$ cat src/design/eeprom_consts.vh
// Constants for the serial protected EEPROM command block.
// Assumes a 100 MHz system clock; serial pins arrive asynchronously.
// What this block does
// - Sample input bits on serial clock rise
// - Read loads word, emits zero dummy first
// - Output bit changes on each rising edge
// - Continued clocking reads next word, no dummy
// - Power-up state is write disabled
// - Write enable holds until write disable
// - Word write: 16 bits, chip select fall programs
// - Status output: low busy, high ready
// - Chip select low resets command sequencing
// - Write all only with protect cleared
// - Write disable blocks programming, reads unaffected
// - Protect select low routes to array
// - Protect read: dummy zero then address
// - Protect enable needs write enabled, pins high
// - Protect ops need protect enable just before
// - Protect clear unprotects all words
// - Cleared differs from all-ones protect write
// - Protect write blocks addresses at or above
// - Protect lock is one-time, freezes register
// - Start bit, two-bit opcode, six address bits
// - Special group decode by address prefix
`ifndef EEPROM_CONSTS_VH
`define EEPROM_CONSTS_VH

`define OP_READ      2'h2
`define OP_WRITE     2'h1
`define OP_SPECIAL   2'h0
`define OP_PCLEAR    2'h3
`define PFX_ENABLE   2'h3
`define PFX_WALL     2'h1
`define PFX_DISABLE  2'h0
`define ADDR_ALL1    6'h3f
`define CMD_BITS     9
`define WORD_BITS    16
`define PROT_RESET   4'hf
// Self-timed program time, in microseconds
`define T_PROG_US    15000
`define CLK_MHZ      100
`define T_PROG_CYC   (`T_PROG_US * `CLK_MHZ)
// Minimum chip select low time, in nanoseconds
`define T_CS_NS      1000
`define CLK_NS       10
`define T_CS_CYC     ((`T_CS_NS + `CLK_NS - 1) / `CLK_NS)

`endif

$ cat src/design/eeprom_cmd.v
// Serial command logic of a 16 x 16 protected EEPROM.
// Assumes chip_select, serial_clock_in, serial_in and the two pins are asynchronous
// and pass through two flip-flops here; all logic runs on clk.
`include "eeprom_consts.vh"

module eeprom_cmd #(
  parameter PROG_CYCLES = `T_PROG_CYC,
  parameter CSLOW_CYCLES = `T_CS_CYC
) (
  // System
  input  wire        clk,
  input  wire        rst,
  // Serial pins
  input  wire        chip_select,
  input  wire        serial_clock_in,
  input  wire        serial_in,
  input  wire        program_enable_pin,
  input  wire        protect_select,
  output reg         serial_out,
  output reg         serial_out_oe,
  // Status
  output wire        write_enabled,
  output wire        prog_busy,
  output wire        protect_locked,
  output wire [3:0]  protect_addr
);

  // ************************************************************
  // Input synchronisers
  // ************************************************************
  reg [1:0] cs_s_q;
  reg [1:0] sk_s_q;
  reg [1:0] di_s_q;
  reg [1:0] pe_s_q;
  reg [1:0] pre_s_q;
  reg       sk_d1_q;
  always @(posedge clk) begin
    cs_s_q  <= {cs_s_q[0], chip_select};
    sk_s_q  <= {sk_s_q[0], serial_clock_in};
    di_s_q  <= {di_s_q[0], serial_in};
    pe_s_q  <= {pe_s_q[0], program_enable_pin};
    pre_s_q <= {pre_s_q[0], protect_select};
    sk_d1_q <= sk_s_q[1];
  end
  wire cs  = cs_s_q[1];
  wire di  = di_s_q[1];
  wire pe  = pe_s_q[1];
  wire pre = pre_s_q[1];
  wire sk_rise = sk_s_q[1] & ~sk_d1_q & cs;

  // ************************************************************
  // State
  // ************************************************************
  localparam ST_IDLE  = 4'h1;
  localparam ST_CMD   = 4'h2;
  localparam ST_DATA  = 4'h4;
  localparam ST_OUT   = 4'h8;

  reg [15:0] mem_q [0:15];
  reg [3:0]  state_q;
  reg [3:0]  cnt_q;
  reg [8:0]  cmd_q;
  reg [15:0] sh_q;
  reg        pe_ok_q;
  reg        pre_q;
  reg        wen_q;
  reg        protect_enable_cmd_q;
  reg        cleared_q;
  reg        lock_q;
  reg [3:0]  prot_q;
  reg [3:0]  raddr_q;
  reg        out_prot_q;
  reg        dummy_q;
  reg [4:0]  ocnt_q;
  reg [23:0] prog_q;
  reg        prog_all_q;
  reg        prog_pend_q;
  reg [3:0]  paddr_q;
  reg [15:0] pdata_q;
  reg [7:0]  cslow_q;
  reg        cs_q;
  reg        long_low_seen_q;
  reg        status_q;
  integer    i;

  wire [1:0] op   = cmd_q[7:6];
  wire [5:0] addr = cmd_q[5:0];
  wire [8:0] cmd_n = {cmd_q[7:0], di};
  wire [1:0] op_n = cmd_n[7:6];
  wire       busy = (prog_q != 24'h0);
  wire       cs_fall = cs_q & ~cs;
  wire       long_low = (cslow_q >= CSLOW_CYCLES[7:0]);
  // Protect of the last word is distinguished by cleared flag
  wire       word_prot = ~cleared_q & (addr[3:0] >= prot_q);

  assign write_enabled  = wen_q;
  assign prog_busy      = busy;
  assign protect_locked = lock_q;
  assign protect_addr   = prot_q;

  // ************************************************************
  // Self-timed programming
  // ************************************************************
  // Memory changes only when the program time has run out
  always @(posedge clk) begin
    cs_q <= cs;
    if (rst) begin
      prog_q  <= 24'h0;
      cslow_q <= 8'h0;
    end else begin
      // Programming starts on chip select falling
      if (cs_fall && prog_pend_q && state_q == ST_DATA && cnt_q == 4'h0) begin
        prog_q <= PROG_CYCLES[23:0];
      end else if (busy) begin
        prog_q <= prog_q - 24'h1;
      end
      if (prog_q == 24'h1) begin
        if (prog_all_q) begin
          for (i = 0; i < 16; i = i + 1) begin
            mem_q[i] <= pdata_q;
          end
        end else begin
          mem_q[paddr_q] <= pdata_q;
        end
      end
      // Saturates, so a long idle never wraps back to short
      if (cs) begin
        cslow_q <= 8'h0;
      end else if (!long_low) begin
        cslow_q <= cslow_q + 8'h1;
      end
    end
  end

  // ************************************************************
  // Command engine
  // ************************************************************
  // Serial clocks are ignored while busy; the host polls status instead
  always @(posedge clk) begin
    if (rst) begin
      state_q     <= ST_IDLE;
      cnt_q       <= 4'h0;
      cmd_q       <= 9'h0;
      sh_q        <= 16'h0;
      pe_ok_q     <= 1'b0;
      pre_q       <= 1'b0;
      wen_q       <= 1'b0;
      protect_enable_cmd_q      <= 1'b0;
      cleared_q   <= 1'b1;
      lock_q      <= 1'b0;
      prot_q      <= `PROT_RESET;
      raddr_q     <= 4'h0;
      out_prot_q  <= 1'b0;
      dummy_q     <= 1'b0;
      ocnt_q      <= 5'h0;
      prog_all_q  <= 1'b0;
      prog_pend_q <= 1'b0;
      paddr_q     <= 4'h0;
      pdata_q     <= 16'h0;
    end else begin
      if (cs_fall) prog_pend_q <= 1'b0;
      if (!cs) begin
        state_q <= ST_IDLE;
        cnt_q <= 4'h0;
      end else if (sk_rise && !busy) begin
        case (state_q)
          ST_IDLE: begin
            if (di && long_low_seen_q) begin
              state_q <= ST_CMD;
              cnt_q   <= 4'h0;
              cmd_q   <= 9'h1;
              pe_ok_q <= pe;
              pre_q   <= pre;
            end
          end
          ST_CMD: begin
            cmd_q <= cmd_n;
            pe_ok_q <= pe_ok_q & pe;
            pre_q <= pre_q & pre;
            cnt_q <= cnt_q + 4'h1;
            if (cnt_q == 4'h7) begin
              protect_enable_cmd_q <= 1'b0;
              state_q <= ST_IDLE;
              if (op_n == `OP_READ) begin
                state_q <= ST_OUT;
                dummy_q <= 1'b1;
                ocnt_q  <= 5'h0;
                out_prot_q <= pre_q & pre;
                raddr_q <= cmd_n[3:0] + 4'h1;
                sh_q <= (pre_q & pre) ? {12'h0, prot_q} : mem_q[cmd_n[3:0]];
              end else if (op_n == `OP_WRITE && !(pre_q & pre)) begin
                state_q <= ST_DATA;
                cnt_q   <= 4'h0;
              end else if (op_n == `OP_WRITE && pre_q & pre && pe_ok_q & pe && protect_enable_cmd_q && !lock_q) begin
                prot_q    <= cmd_n[3:0];
                cleared_q <= 1'b0;
              end else if (op_n == `OP_PCLEAR && cmd_n[5:0] == `ADDR_ALL1
                           && pre_q & pre && pe_ok_q & pe && protect_enable_cmd_q && !lock_q) begin
                prot_q    <= `PROT_RESET;
                cleared_q <= 1'b1;
              end else if (op_n == `OP_SPECIAL) begin
                if (cmd_n[5:4] == `PFX_ENABLE) begin
                  if (!(pre_q & pre)) begin
                    if (pe_ok_q & pe) wen_q <= 1'b1;
                  end else if (wen_q && pe_ok_q & pe) begin
                    protect_enable_cmd_q <= 1'b1;
                  end
                end else if (cmd_n[5:4] == `PFX_DISABLE) begin
                  if (!(pre_q & pre)) wen_q <= 1'b0;
                  else if (pe_ok_q & pe && protect_enable_cmd_q && !lock_q) lock_q <= 1'b1;
                end else if (cmd_n[5:4] == `PFX_WALL && !(pre_q & pre)) begin
                  state_q <= ST_DATA;
                  cnt_q   <= 4'h0;
                end
              end
            end
          end
          ST_DATA: begin
            sh_q <= {sh_q[14:0], di};
            cnt_q <= cnt_q + 4'h1;
            if (cnt_q == 4'hf) begin
              pdata_q <= {sh_q[14:0], di};
              prog_all_q <= (op == `OP_SPECIAL);
              paddr_q <= addr[3:0];
              // Refused commands never arm programming
              prog_pend_q <= wen_q & pe_ok_q &
                             ((op == `OP_SPECIAL) ? cleared_q : ~word_prot);
            end else begin
              prog_pend_q <= 1'b0;
            end
          end
          ST_OUT: begin
            if (dummy_q) begin
              dummy_q <= 1'b0;
            end else begin
              ocnt_q <= ocnt_q + 5'h1;
              sh_q <= {sh_q[14:0], 1'b0};
              if (ocnt_q == 5'hf) begin
                ocnt_q <= 5'h0;
                if (!out_prot_q) begin
                  sh_q <= mem_q[raddr_q];
                  raddr_q <= raddr_q + 4'h1;
                end
              end
            end
          end
          default: state_q <= ST_IDLE;
        endcase
      end
    end
  end

  // A command needs a fresh long low interval first
  always @(posedge clk) begin
    if (rst) long_low_seen_q <= 1'b1;
    else if (!cs && long_low) long_low_seen_q <= 1'b1;
    else if (state_q != ST_IDLE) long_low_seen_q <= 1'b0;
  end

  // ************************************************************
  // Serial output driver
  // ************************************************************
  always @(posedge clk) begin
    if (rst || !cs) begin
      serial_out    <= 1'b0;
      serial_out_oe <= 1'b0;
    end else if (state_q == ST_OUT) begin
      serial_out <= dummy_q ? 1'b0 : sh_q[15];
      serial_out_oe <= 1'b1;
    end else if (state_q == ST_IDLE && status_q) begin
      // Status only follows a started program cycle, never a refused one
      serial_out    <= ~busy;
      serial_out_oe <= 1'b1;
    end else begin
      serial_out    <= 1'b0;
      serial_out_oe <= 1'b0;
    end
  end

  // ************************************************************
  // Ready/busy status window
  // ************************************************************
  // Status shown after a program cycle until the next start bit
  always @(posedge clk) begin
    if (rst) status_q <= 1'b0;
    else if (cs_fall && prog_pend_q) status_q <= 1'b1;
    else if (state_q != ST_IDLE) status_q <= 1'b0;
  end

endmodule // eeprom_cmd

$ cat config.mk
export PLATFORM = sky130hd
export DESIGN_NAME = eeprom_cmd
export DESIGN_NICKNAME = d
export VERILOG_FILES = /design/src/design/eeprom_cmd.v
export VERILOG_INCLUDE_DIRS = /design/src /design/src/design
export SDC_FILE = /design/constraint.sdc
export NUM_CORES = 1
export LEC_CHECK = 0
export BUFFER_PORTS_ARGS = -buffer_cell sky130_fd_sc_hd__buf_4
export CAP_MARGIN = 5
export CORE_ASPECT_RATIO = 1.1
export CORE_MARGIN = 2
export CORE_UTILIZATION = 59
export CTS_BUF_LIST = sky130_fd_sc_hd__clkbuf_4
export CTS_CLUSTER_SIZE = 12
export DETAILED_ROUTE_END_ITERATION = 10
export MAX_ROUTING_LAYER = met4
export PLACE_DENSITY = 0.82
export SYNTH_ARGS = -nofsm -noshare
export SYNTH_HDL_FRONTEND = slang
export SYNTH_SLANG_ARGS = --single-unit
$ cat constraint.sdc
create_clock -name clk -period 3.4 [get_ports clk]
set_clock_uncertainty 0.2 [all_clocks]
set_input_delay 0.34 -clock clk [delete_from_list [all_inputs] [get_ports clk]]
set_output_delay 0.34 -clock clk [all_outputs]
set_load 0.02 [all_outputs]
==> metrics.md, run 1 <==
| Metric | Value |
|---|---|
| Final setup viols | 0 |
| Ys Warns | 0 |
| Root Buffer | clkbuf_4 |
| Dpl hpwl | 28,090 um |
| Net Sw Power | 2739 uW |
| Period utilization | 0.8981 |
| # Max-Cap Violations | 0 |
| CTS H-tree depth | 3 |
| Number of synthesized flops with an enable pin | 256 |
| Starting Density | 0.5952 |
| Post-DRT Antenna Nets | 0 |
| Top Ports | 16 |
| Unique masters post-synth | 64 |
| Seq pwr share | 0.503 |
| CP endpoint kind | flop |
| Remaining routing DRC violations | 0 |
| TritonCTS buffer count | 94 |
| Hold_buf cts | 6 |
| DIE HEIGHT | 184.6 um |
| Pint | 7697 uW |
| CTS resizes | 0 |
| Die W | 168.2 um |
| TritonRoute pass-1 iters | 6 |
| Hold Path Class | input port to flop |
| I/O Buffers | 15 |
| Max clock buf depth | 3 |
| Pwr dens | 529.6 nW/um^2 |
| Worst Path Required | 3.75 ns |
| Total global routing overflow | 0 |
| Antenna violations before repair | 1 |
| Final setup margin | 0.3466 ns |
| Critical setup path kind | flop to flop |
| Final TNS setup | 0 ns |
| Clock power frac | 0.367 |
| Clk_lat worst skew | 0.73 ns |
| Dpl ws | 0.4005 ns |
| Routed length per instance | 23.68 um |
| Crit path DAT | 3.40 ns |
| Placer Congestion | 0.9090 |
| Share of cells above drive strength 1 | 0.2569 |
| Met3 routed WL | 4144 um |
| Final wirelength | 43,810 um |
| Max IR drop VDD | 0.4621 mV |
| Area delta synth->final | 12.62% |
| Global Route Usage Sum | 0.2966 |
| Final hold violation count | 0 |
| Yosys reg bits | 383 |
| Seq/Total Area, Yosys | 0.5846 |
| Routed vias/inst | 6.543 |
| CTS tree | done |
| Status | complete, no violations |
| WL met2 | 21,880 um |
| Max Clock Freq | 327.5 MHz |
| Vias in the first global route | 12,336 |
| DR iter-0 viols | 1,319 |
| Most common cell after layout, fill and taps aside | edfxtp_1 |
| Average cell area after synthesis | 13.52 um^2 |
| Net Count, Synth | 1,314 |
| Top-area cell type share of the netlist area | 0.4393 |
| Met1 WL | 15,930 um |
| Commonest cells after routing, fill and taps aside | 256 x edfxtp_1, 138 x clkbuf_4, 122 x dfxtp_1 |
| RSZ-0062 raised after global routing | false |
| Ys flop type | edfxtp_1 |
| Dominant cells by area after synthesis | edfxtp_1 44%, dfxtp_1 15%, mux4_2 14% |
| FFs w/ async S/R, synth | 0 |
| Max Slew Vio Count | 0 |
| Comb power frac | 0.129 |
| Syn Inst Count | 1,294 |
| Clock-pin slew on the worst setup and hold paths | 0.06 ns |
| Sink Count | 383 |
| Min Clock Period, post-route | 3.053 ns |
| Row cnt | 66 |
| Leakage | 0.006647 uW |
| Largest net degree at the start of global routing | 63 |
| CORE AREA | 29,400 um^2 |
| First-pass GRT wire length | 67,490 um |
| DR top layer | met4 |
| Final Net Count | 1,420 |
| Slew margin rel. | 0.3727 |
| Sw Share | 0.2624 |
| Vias | 12,104 |
| Crit Path Max Fanout | 22 |
| Least-Margin Pin Slew | 0.9410 ns |
| Postcts setup bufs | 0 |
| Synthesized area | 17,500 um^2 |
| Worst Setup Start Kind | flop |
| Yosys top cell by area | edfxtp_1 |
| Full die area | 31,050 um^2 |
==> flip-flops by register name (all words and copies together), names as in the netlist, 2 cells and up, named ones only <==
signal,count
protect_addr,4
pdata_q,16
mem_q,256
prog_q,24
di_s_q,2
paddr_q,4
sk_s_q,2
cs_s_q,2
ocnt_q,5
state_q,4
sh_q,16
raddr_q,4
cmd_q,8
cnt_q,4
pre_s_q,2
cslow_q,8
pe_s_q,2
==> power by group through the flow <==
stage | clock (uW) | combinational [uW] | sequential [uW]
final | 3830 | 1350 | 5250
after global routing | 4150 | 1470 | 5270
after CTS | 3900 | 1350 | 5250
after detailed placement | 0 | 1330 | 5350
after global placement | 0 | 1280 | 5340
after floorplan | 0 | 1070 | 5300
==> per-layer routing <==
metal | global-route usage | up-vias
met5 | - | -
met4 | 0.1497 | 0
met3 | 0.05776 | 155
met2 | 0.4907 | 732
met1 | 0.3499 | 5925
li1 | - | 5292
==> cells by family (layout without fill, tap and decap cells) <==
| logic type | Yosys count | after routing | share of synthesized area |
|---|---|---|---|
| buffers and inverters | 105 | 286 | 0.02388 |
| and+or+nand+nor | 353 | 353 | 0.1028 |
| DFF | 383 | 383 | 0.5846 |
| other | 0 | 1 | 0 |
| xor gates and xnor gates | 29 | 29 | 0.01452 |
| adders and majority gates | 13 | 13 | 0.009296 |
| AOI/OAI and AO/OA | 210 | 210 | 0.07472 |
| muxes | 201 | 201 | 0.1902 |
==> cell type report <==
type | count | area (um^2)
Timing Repair Buffer | 92 | 780.7
Clock buffer | 138 | 1036
Inverter | 23 | 86.33
Clock inverter | 33 | 190.2
Sequential cell | 383 | 10240
Tap cell | 374 | 467.9
Antenna cell | 1 | 2.502
Fill cell | 2031 | 9692
Multi-Input combinational cell | 806 | 6902
==> stage by stage <==
step	instances	power (uW)	hold slack (ns)	util	instance area (um^2)
6_report	1850	10440	0.06786	0.6703	19710
3_5_place_dp	1672	6679	0.1118	0.6265	18420
5_1_grt	1850	10880	0.04740	0.6703	19710
3_3_place_gp	1672	6619	0.1104	0.6265	18420
2_1_floorplan	1294	6376	0.1096	-	17500
4_1_cts	1849	10490	0.02315	0.6702	19700
==> synth_stat cells (all sizes together), types with 11 or more instances <==
cell type / number
a2111oi: 14
a21oi: 82
a22oi: 23
buf: 25
clkbuf: 57
dfxtp: 127
edfxtp: 256
ha: 13
inv: 22
mux2i: 94
mux4: 105
nand2: 95
nand3: 37
nor2: 94
nor2b: 19
nor3: 33
nor4: 11
o21ai: 40
o22ai: 11
xnor2: 15
xor2: 14
==> path summary, 6_finish.rpt <==
check | slack, ns | startpoint | depth (start not counted) | to
max reg2reg | 0.35 | prog_q[10]$_SDFFE_PP0N_ | 6 | pdata_q[7]$_SDFFE_PP0P_
min reg2reg | 0.11 | di_s_q[0]$_DFF_P_ | 0 | di_s_q[1]$_DFF_P_
min | 0.07 | protect_select | 2 | pre_s_q[0]$_DFF_P_
max | 0.35 | prog_q[10]$_SDFFE_PP0N_ | 6 | pdata_q[7]$_SDFFE_PP0P_
==> worst max-delay path: stages (launching register included) <==
cell,delay [ns]
dfxtp_1,0.35
nor4_2,0.40
nand4b_2,0.27
or3_1,0.59
or3_1,0.77
nand2_1,0.22
a21oi_1,0.08
(Power assumes the default switching activity.)
==> inputs of run 2 (changes only) <==
--- a/config.mk
+++ b/config.mk
@@ -6,6 +6,7 @@
 export SDC_FILE = /design/constraint.sdc
 export NUM_CORES = 1
 export LEC_CHECK = 0
+export ABC_AREA = 1
 export BUFFER_PORTS_ARGS = -buffer_cell sky130_fd_sc_hd__buf_4
 export CAP_MARGIN = 5
 export CORE_ASPECT_RATIO = 1.1
==> metrics.md, run 2 <==
| Metric | Value |
|---|---|
| Crit Path Max Fanout | 10 (was 22) |
| Die W | 177.1 um (was 168.2 um) |
| Status | complete, no violations (unchanged) |
| Top-area cell type share of the netlist area | 0.3954 (was 0.4393) |
| Worst Path Required | 3.63 ns (was 3.75 ns) |
| Sink Count | 383 (unchanged) |
| Least-Margin Pin Slew | 0.9757 ns (was 0.9410 ns) |
| Hold Path Class | input port to flop (unchanged) |
| Largest registers | mem_q (256), prog_q (24) (unchanged) |
| Ys flop type | edfxtp_1 (unchanged) |
| Seq/Total Area, Yosys | 0.5262 (was 0.5846) |
| First-pass GRT wire length | 89,340 um (was 67,490 um) |
| # Max-Cap Violations | 0 (unchanged) |
| Unique masters post-synth | 39 (was 64) |
| TritonCTS buffer count | 95 (was 94) |
| Cell with the most instances after synthesis | nand2_1 (was edfxtp_1) |
| Placed cell area | 20,060 um^2 (was 18,420 um^2) |
| Placer Congestion | 0.9756 (was 0.9090) |
| Dpl hpwl | 34,400 um (was 28,090 um) |
| Compound-Gate Fraction of Synth Area | 0.09782 (was 0.07472) |
| Final setup viols | 0 (unchanged) |
| Yosys top cell by area | edfxtp_1 (unchanged) |
| Max clock buf depth | 3 (unchanged) |
| Post-Synth XOR/XNOR Area | 0.006307 (was 0.01452) |
| Final wirelength | 56,210 um (was 43,810 um) |
| Full die area | 34,420 um^2 (was 31,050 um^2) |
| Syn Inst Count | 2,401 (was 1,294) |
| Routed length per instance | 19.05 um (was 23.68 um) |
| Yosys reg bits | 383 (unchanged) |
| Most common cell after layout, fill and taps aside | nand2_1 (was edfxtp_1) |
| Final-layout fill cell count | 2,587 (was 2,031) |
| Starting Density | 0.6005 (was 0.5952) |
| Period utilization | 0.8275 (was 0.8981) |
| Worst Setup Start Kind | flop (unchanged) |
| Net Count, Synth | 2,421 (was 1,314) |
| RSZ-0062 raised after global routing | false (unchanged) |
| Pwr dens | 510.6 nW/um^2 (was 529.6 nW/um^2) |
| Global Route Usage Sum | 0.3395 (was 0.2966) |
| Average cell area after synthesis | 8.098 um^2 (was 13.52 um^2) |
| Postcts setup bufs | 0 (unchanged) |
| Final hold violation count | 0 (unchanged) |
| Largest family of logic cells by synthesized area | simple AND/OR/NAND/NOR gates (was multiplexers) |
| Dominant cells by area after synthesis | edfxtp_1 40%, dfxtp_1 13%, nand2_1 11% (was edfxtp_1 44%, dfxtp_1 15%, mux4_2 14%) |
| Share of cells above drive strength 1 | 0.1114 (was 0.2569) |
| Final Net Count | 2,465 (was 1,420) |
| DIE HEIGHT | 194.4 um (was 184.6 um) |
| Area delta synth->final | 9.910% (was 12.62%) |
| Post-DRT Antenna Nets | 0 (unchanged) |
| Max Clock Freq | 355.4 MHz (was 327.5 MHz) |
| CORE AREA | 32,370 um^2 (was 29,400 um^2) |
| Row cnt | 69 (was 66) |
| I/O Buffers | 15 (unchanged) |
| DR iter-0 viols | 2,268 (was 1,319) |
| Synthesized area | 19,440 um^2 (was 17,500 um^2) |
| Root Buffer | clkbuf_4 (unchanged) |
| Clock-pin slew on the worst setup and hold paths | 0.06 ns (about the same) |
| Commonest cells post-synth | 581 x nand2_1, 380 x nand3_1, 308 x inv_1, 256 x edfxtp_1, 196 x nor2_1 (was 256 x edfxtp_1, 127 x dfxtp_1, 105 x mux4_2, 95 x nand2_1) |
| Antenna violations before repair | 2 (was 1) |
| Post-synthesis simple-gate area fraction | 0.2715 (was 0.1028) |
| Commonest cells after routing, fill and taps aside | 581 x nand2_1, 380 x nand3_1, 308 x inv_1 (was 256 x edfxtp_1, 138 x clkbuf_4, 122 x dfxtp_1) |
| CTS H-tree depth | 3 (unchanged) |
| Routed vias/inst | 5.935 (was 6.543) |
| Slew margin rel. | 0.3495 (was 0.3727) |
| Vias in the first global route | 17,767 (was 12,336) |
| TritonRoute pass-1 iters | 6 (unchanged) |
| Final setup margin | 0.5865 ns (was 0.3466 ns) |
| Synth Area in Adders | 0.008366 (was 0.009296) |
| Largest net degree at the start of global routing | 119 (was 63) |
| Total global routing overflow | 0 (unchanged) |
| Final hold slack | 0.05566 ns (was 0.06786 ns) |
| Leakage | 0.008776 uW (was 0.006647 uW) |
| Final TNS setup | 0 ns (unchanged) |
| Ys Warns | 0 (unchanged) |
| Max Slew Vio Count | 0 (unchanged) |
| Crit path DAT | 3.04 ns (was 3.40 ns) |
| CP endpoint kind | flop (unchanged) |
| Min Clock Period, post-route | 2.814 ns (was 3.053 ns) |
| Largest register FFs | 256 (unchanged) |
| Remaining routing DRC violations | 0 (unchanged) |
| Mux contribution to synthesized area | 0 (was 0.1902) |
| Critical setup path kind | flop to flop (unchanged) |
| FFs w/ async S/R, synth | 0 (unchanged) |
| Dpl ws | 0.6761 ns (was 0.4005 ns) |
| Largest reg by FF count | mem_q (unchanged) |
| Number of synthesized flops with an enable pin | 256 (unchanged) |
| Clk_lat worst skew | 0.77 ns (was 0.73 ns) |
| CTS tree | done (unchanged) |
| Max IR drop VDD | 0.5830 mV (was 0.4621 mV) |
| Vias | 17,515 (was 12,104) |
| Final instance area | 21,370 um^2 (was 19,710 um^2) |
| Top Ports | 16 (unchanged) |
run 2: cell types whose count changed in the layout (fill, tap and decap cells not counted), moves of 22 or more:
cell	change
nand3_1	+343
o21ai_1	+22
mux4_2	-105
nand2_1	+486
o211ai_1	+109
a21oi_1	+55
inv_1	+286
a22oi_1	-23
nor2_1	+102
mux2i_1	-94
run 2: final cells by class:
| class | instances | area (um^2) | area share |
|---|---|---|---|
| tap | 426 | 533.0 | 0.02494 |
| multi-input combinational | 1568 | 7506 | 0.3513 |
| clock inverter | 39 | 186.4 | 0.008724 |
| inverter | 314 | 1179 | 0.05516 |
| sequential | 383 | 10240 | 0.4792 |
| antenna | 2 | 5.005 | 0.0002342 |
| clock buffer | 136 | 1021 | 0.04778 |
| timing repair buffer | 83 | 698.2 | 0.03267 |
run 2: worst paths after layout:
kind | depth (start not counted) | startpoint | slack, ns | endpoint
worst max register to register | 7 | prog_q[10]$_SDFFE_PP0N_ | 0.59 | mem_q[3][9]$_DFFE_PP_
worst min-delay path | 2 | serial_clock_in | 0.06 | sk_s_q[0]$_DFF_P_
worst min register to register | 0 | sk_s_q[0]$_DFF_P_ | 0.12 | sk_s_q[1]$_DFF_P_
worst max-delay path | 7 | prog_q[10]$_SDFFE_PP0N_ | 0.59 | mem_q[3][9]$_DFFE_PP_
run 2: cells by family (layout without fill, tap and decap cells):
kind of cell               count (synthesis)  count (layout)
xor gates and xnor gates                  14              14
adders and majority gates                 13              13
other                                      0               2
AOI/OAI and AO/OA                        318             318
and+or+nand+nor                         1223            1223
buffers and inverters                    450             572
DFF                                      383             383
run 2: critical path, stage by stage (launching register included):
cell and delay [ns]:
dfxtp_1 0.34, nor2_2 0.15, nand2_1 0.12, nor2_4 0.17, nand3_1 0.08, nand3b_1 0.52, nor2_2 0.61, buf_4 0.28
run 2: timing repair:
action | in CTS | in global routing
resized for setup | 0 | 0
endpoints found under the hold margin | 43 | 0
hold buffers | 10 | 0
run 2: layer usage:
| metal | GRT usage | vias up | wire length [um] |
|---|---|---|---|
| li1 | - | 8120 | - |
| met1 | 0.3957 | 7926 | 20090 |
| met2 | 0.5172 | 1162 | 25810 |
| met3 | 0.07903 | 307 | 6404 |
| met4 | 0.2372 | 0 | 3904 |
| met5 | - | - | 0 |
run 2: metrics by stage:
| step | power (uW) | std cells | utilization |
|---|---|---|---|
| global route | 11450 | 2951 | 0.6601 |
| global placement | 7097 | 2764 | 0.6195 |
| finish | 10910 | 2951 | 0.6601 |
| floorplan | 6709 | 2401 | - |
| CTS | 10920 | 2949 | 0.6599 |
| detailed placement | 7129 | 2764 | 0.6195 |
run 2: power by group:
part	switching [uW]	internal (uW)	leakage [uW]
clock	1910	1930	0.000718
combinational	1230	638	0.00406
sequential	148	5060	0.00400
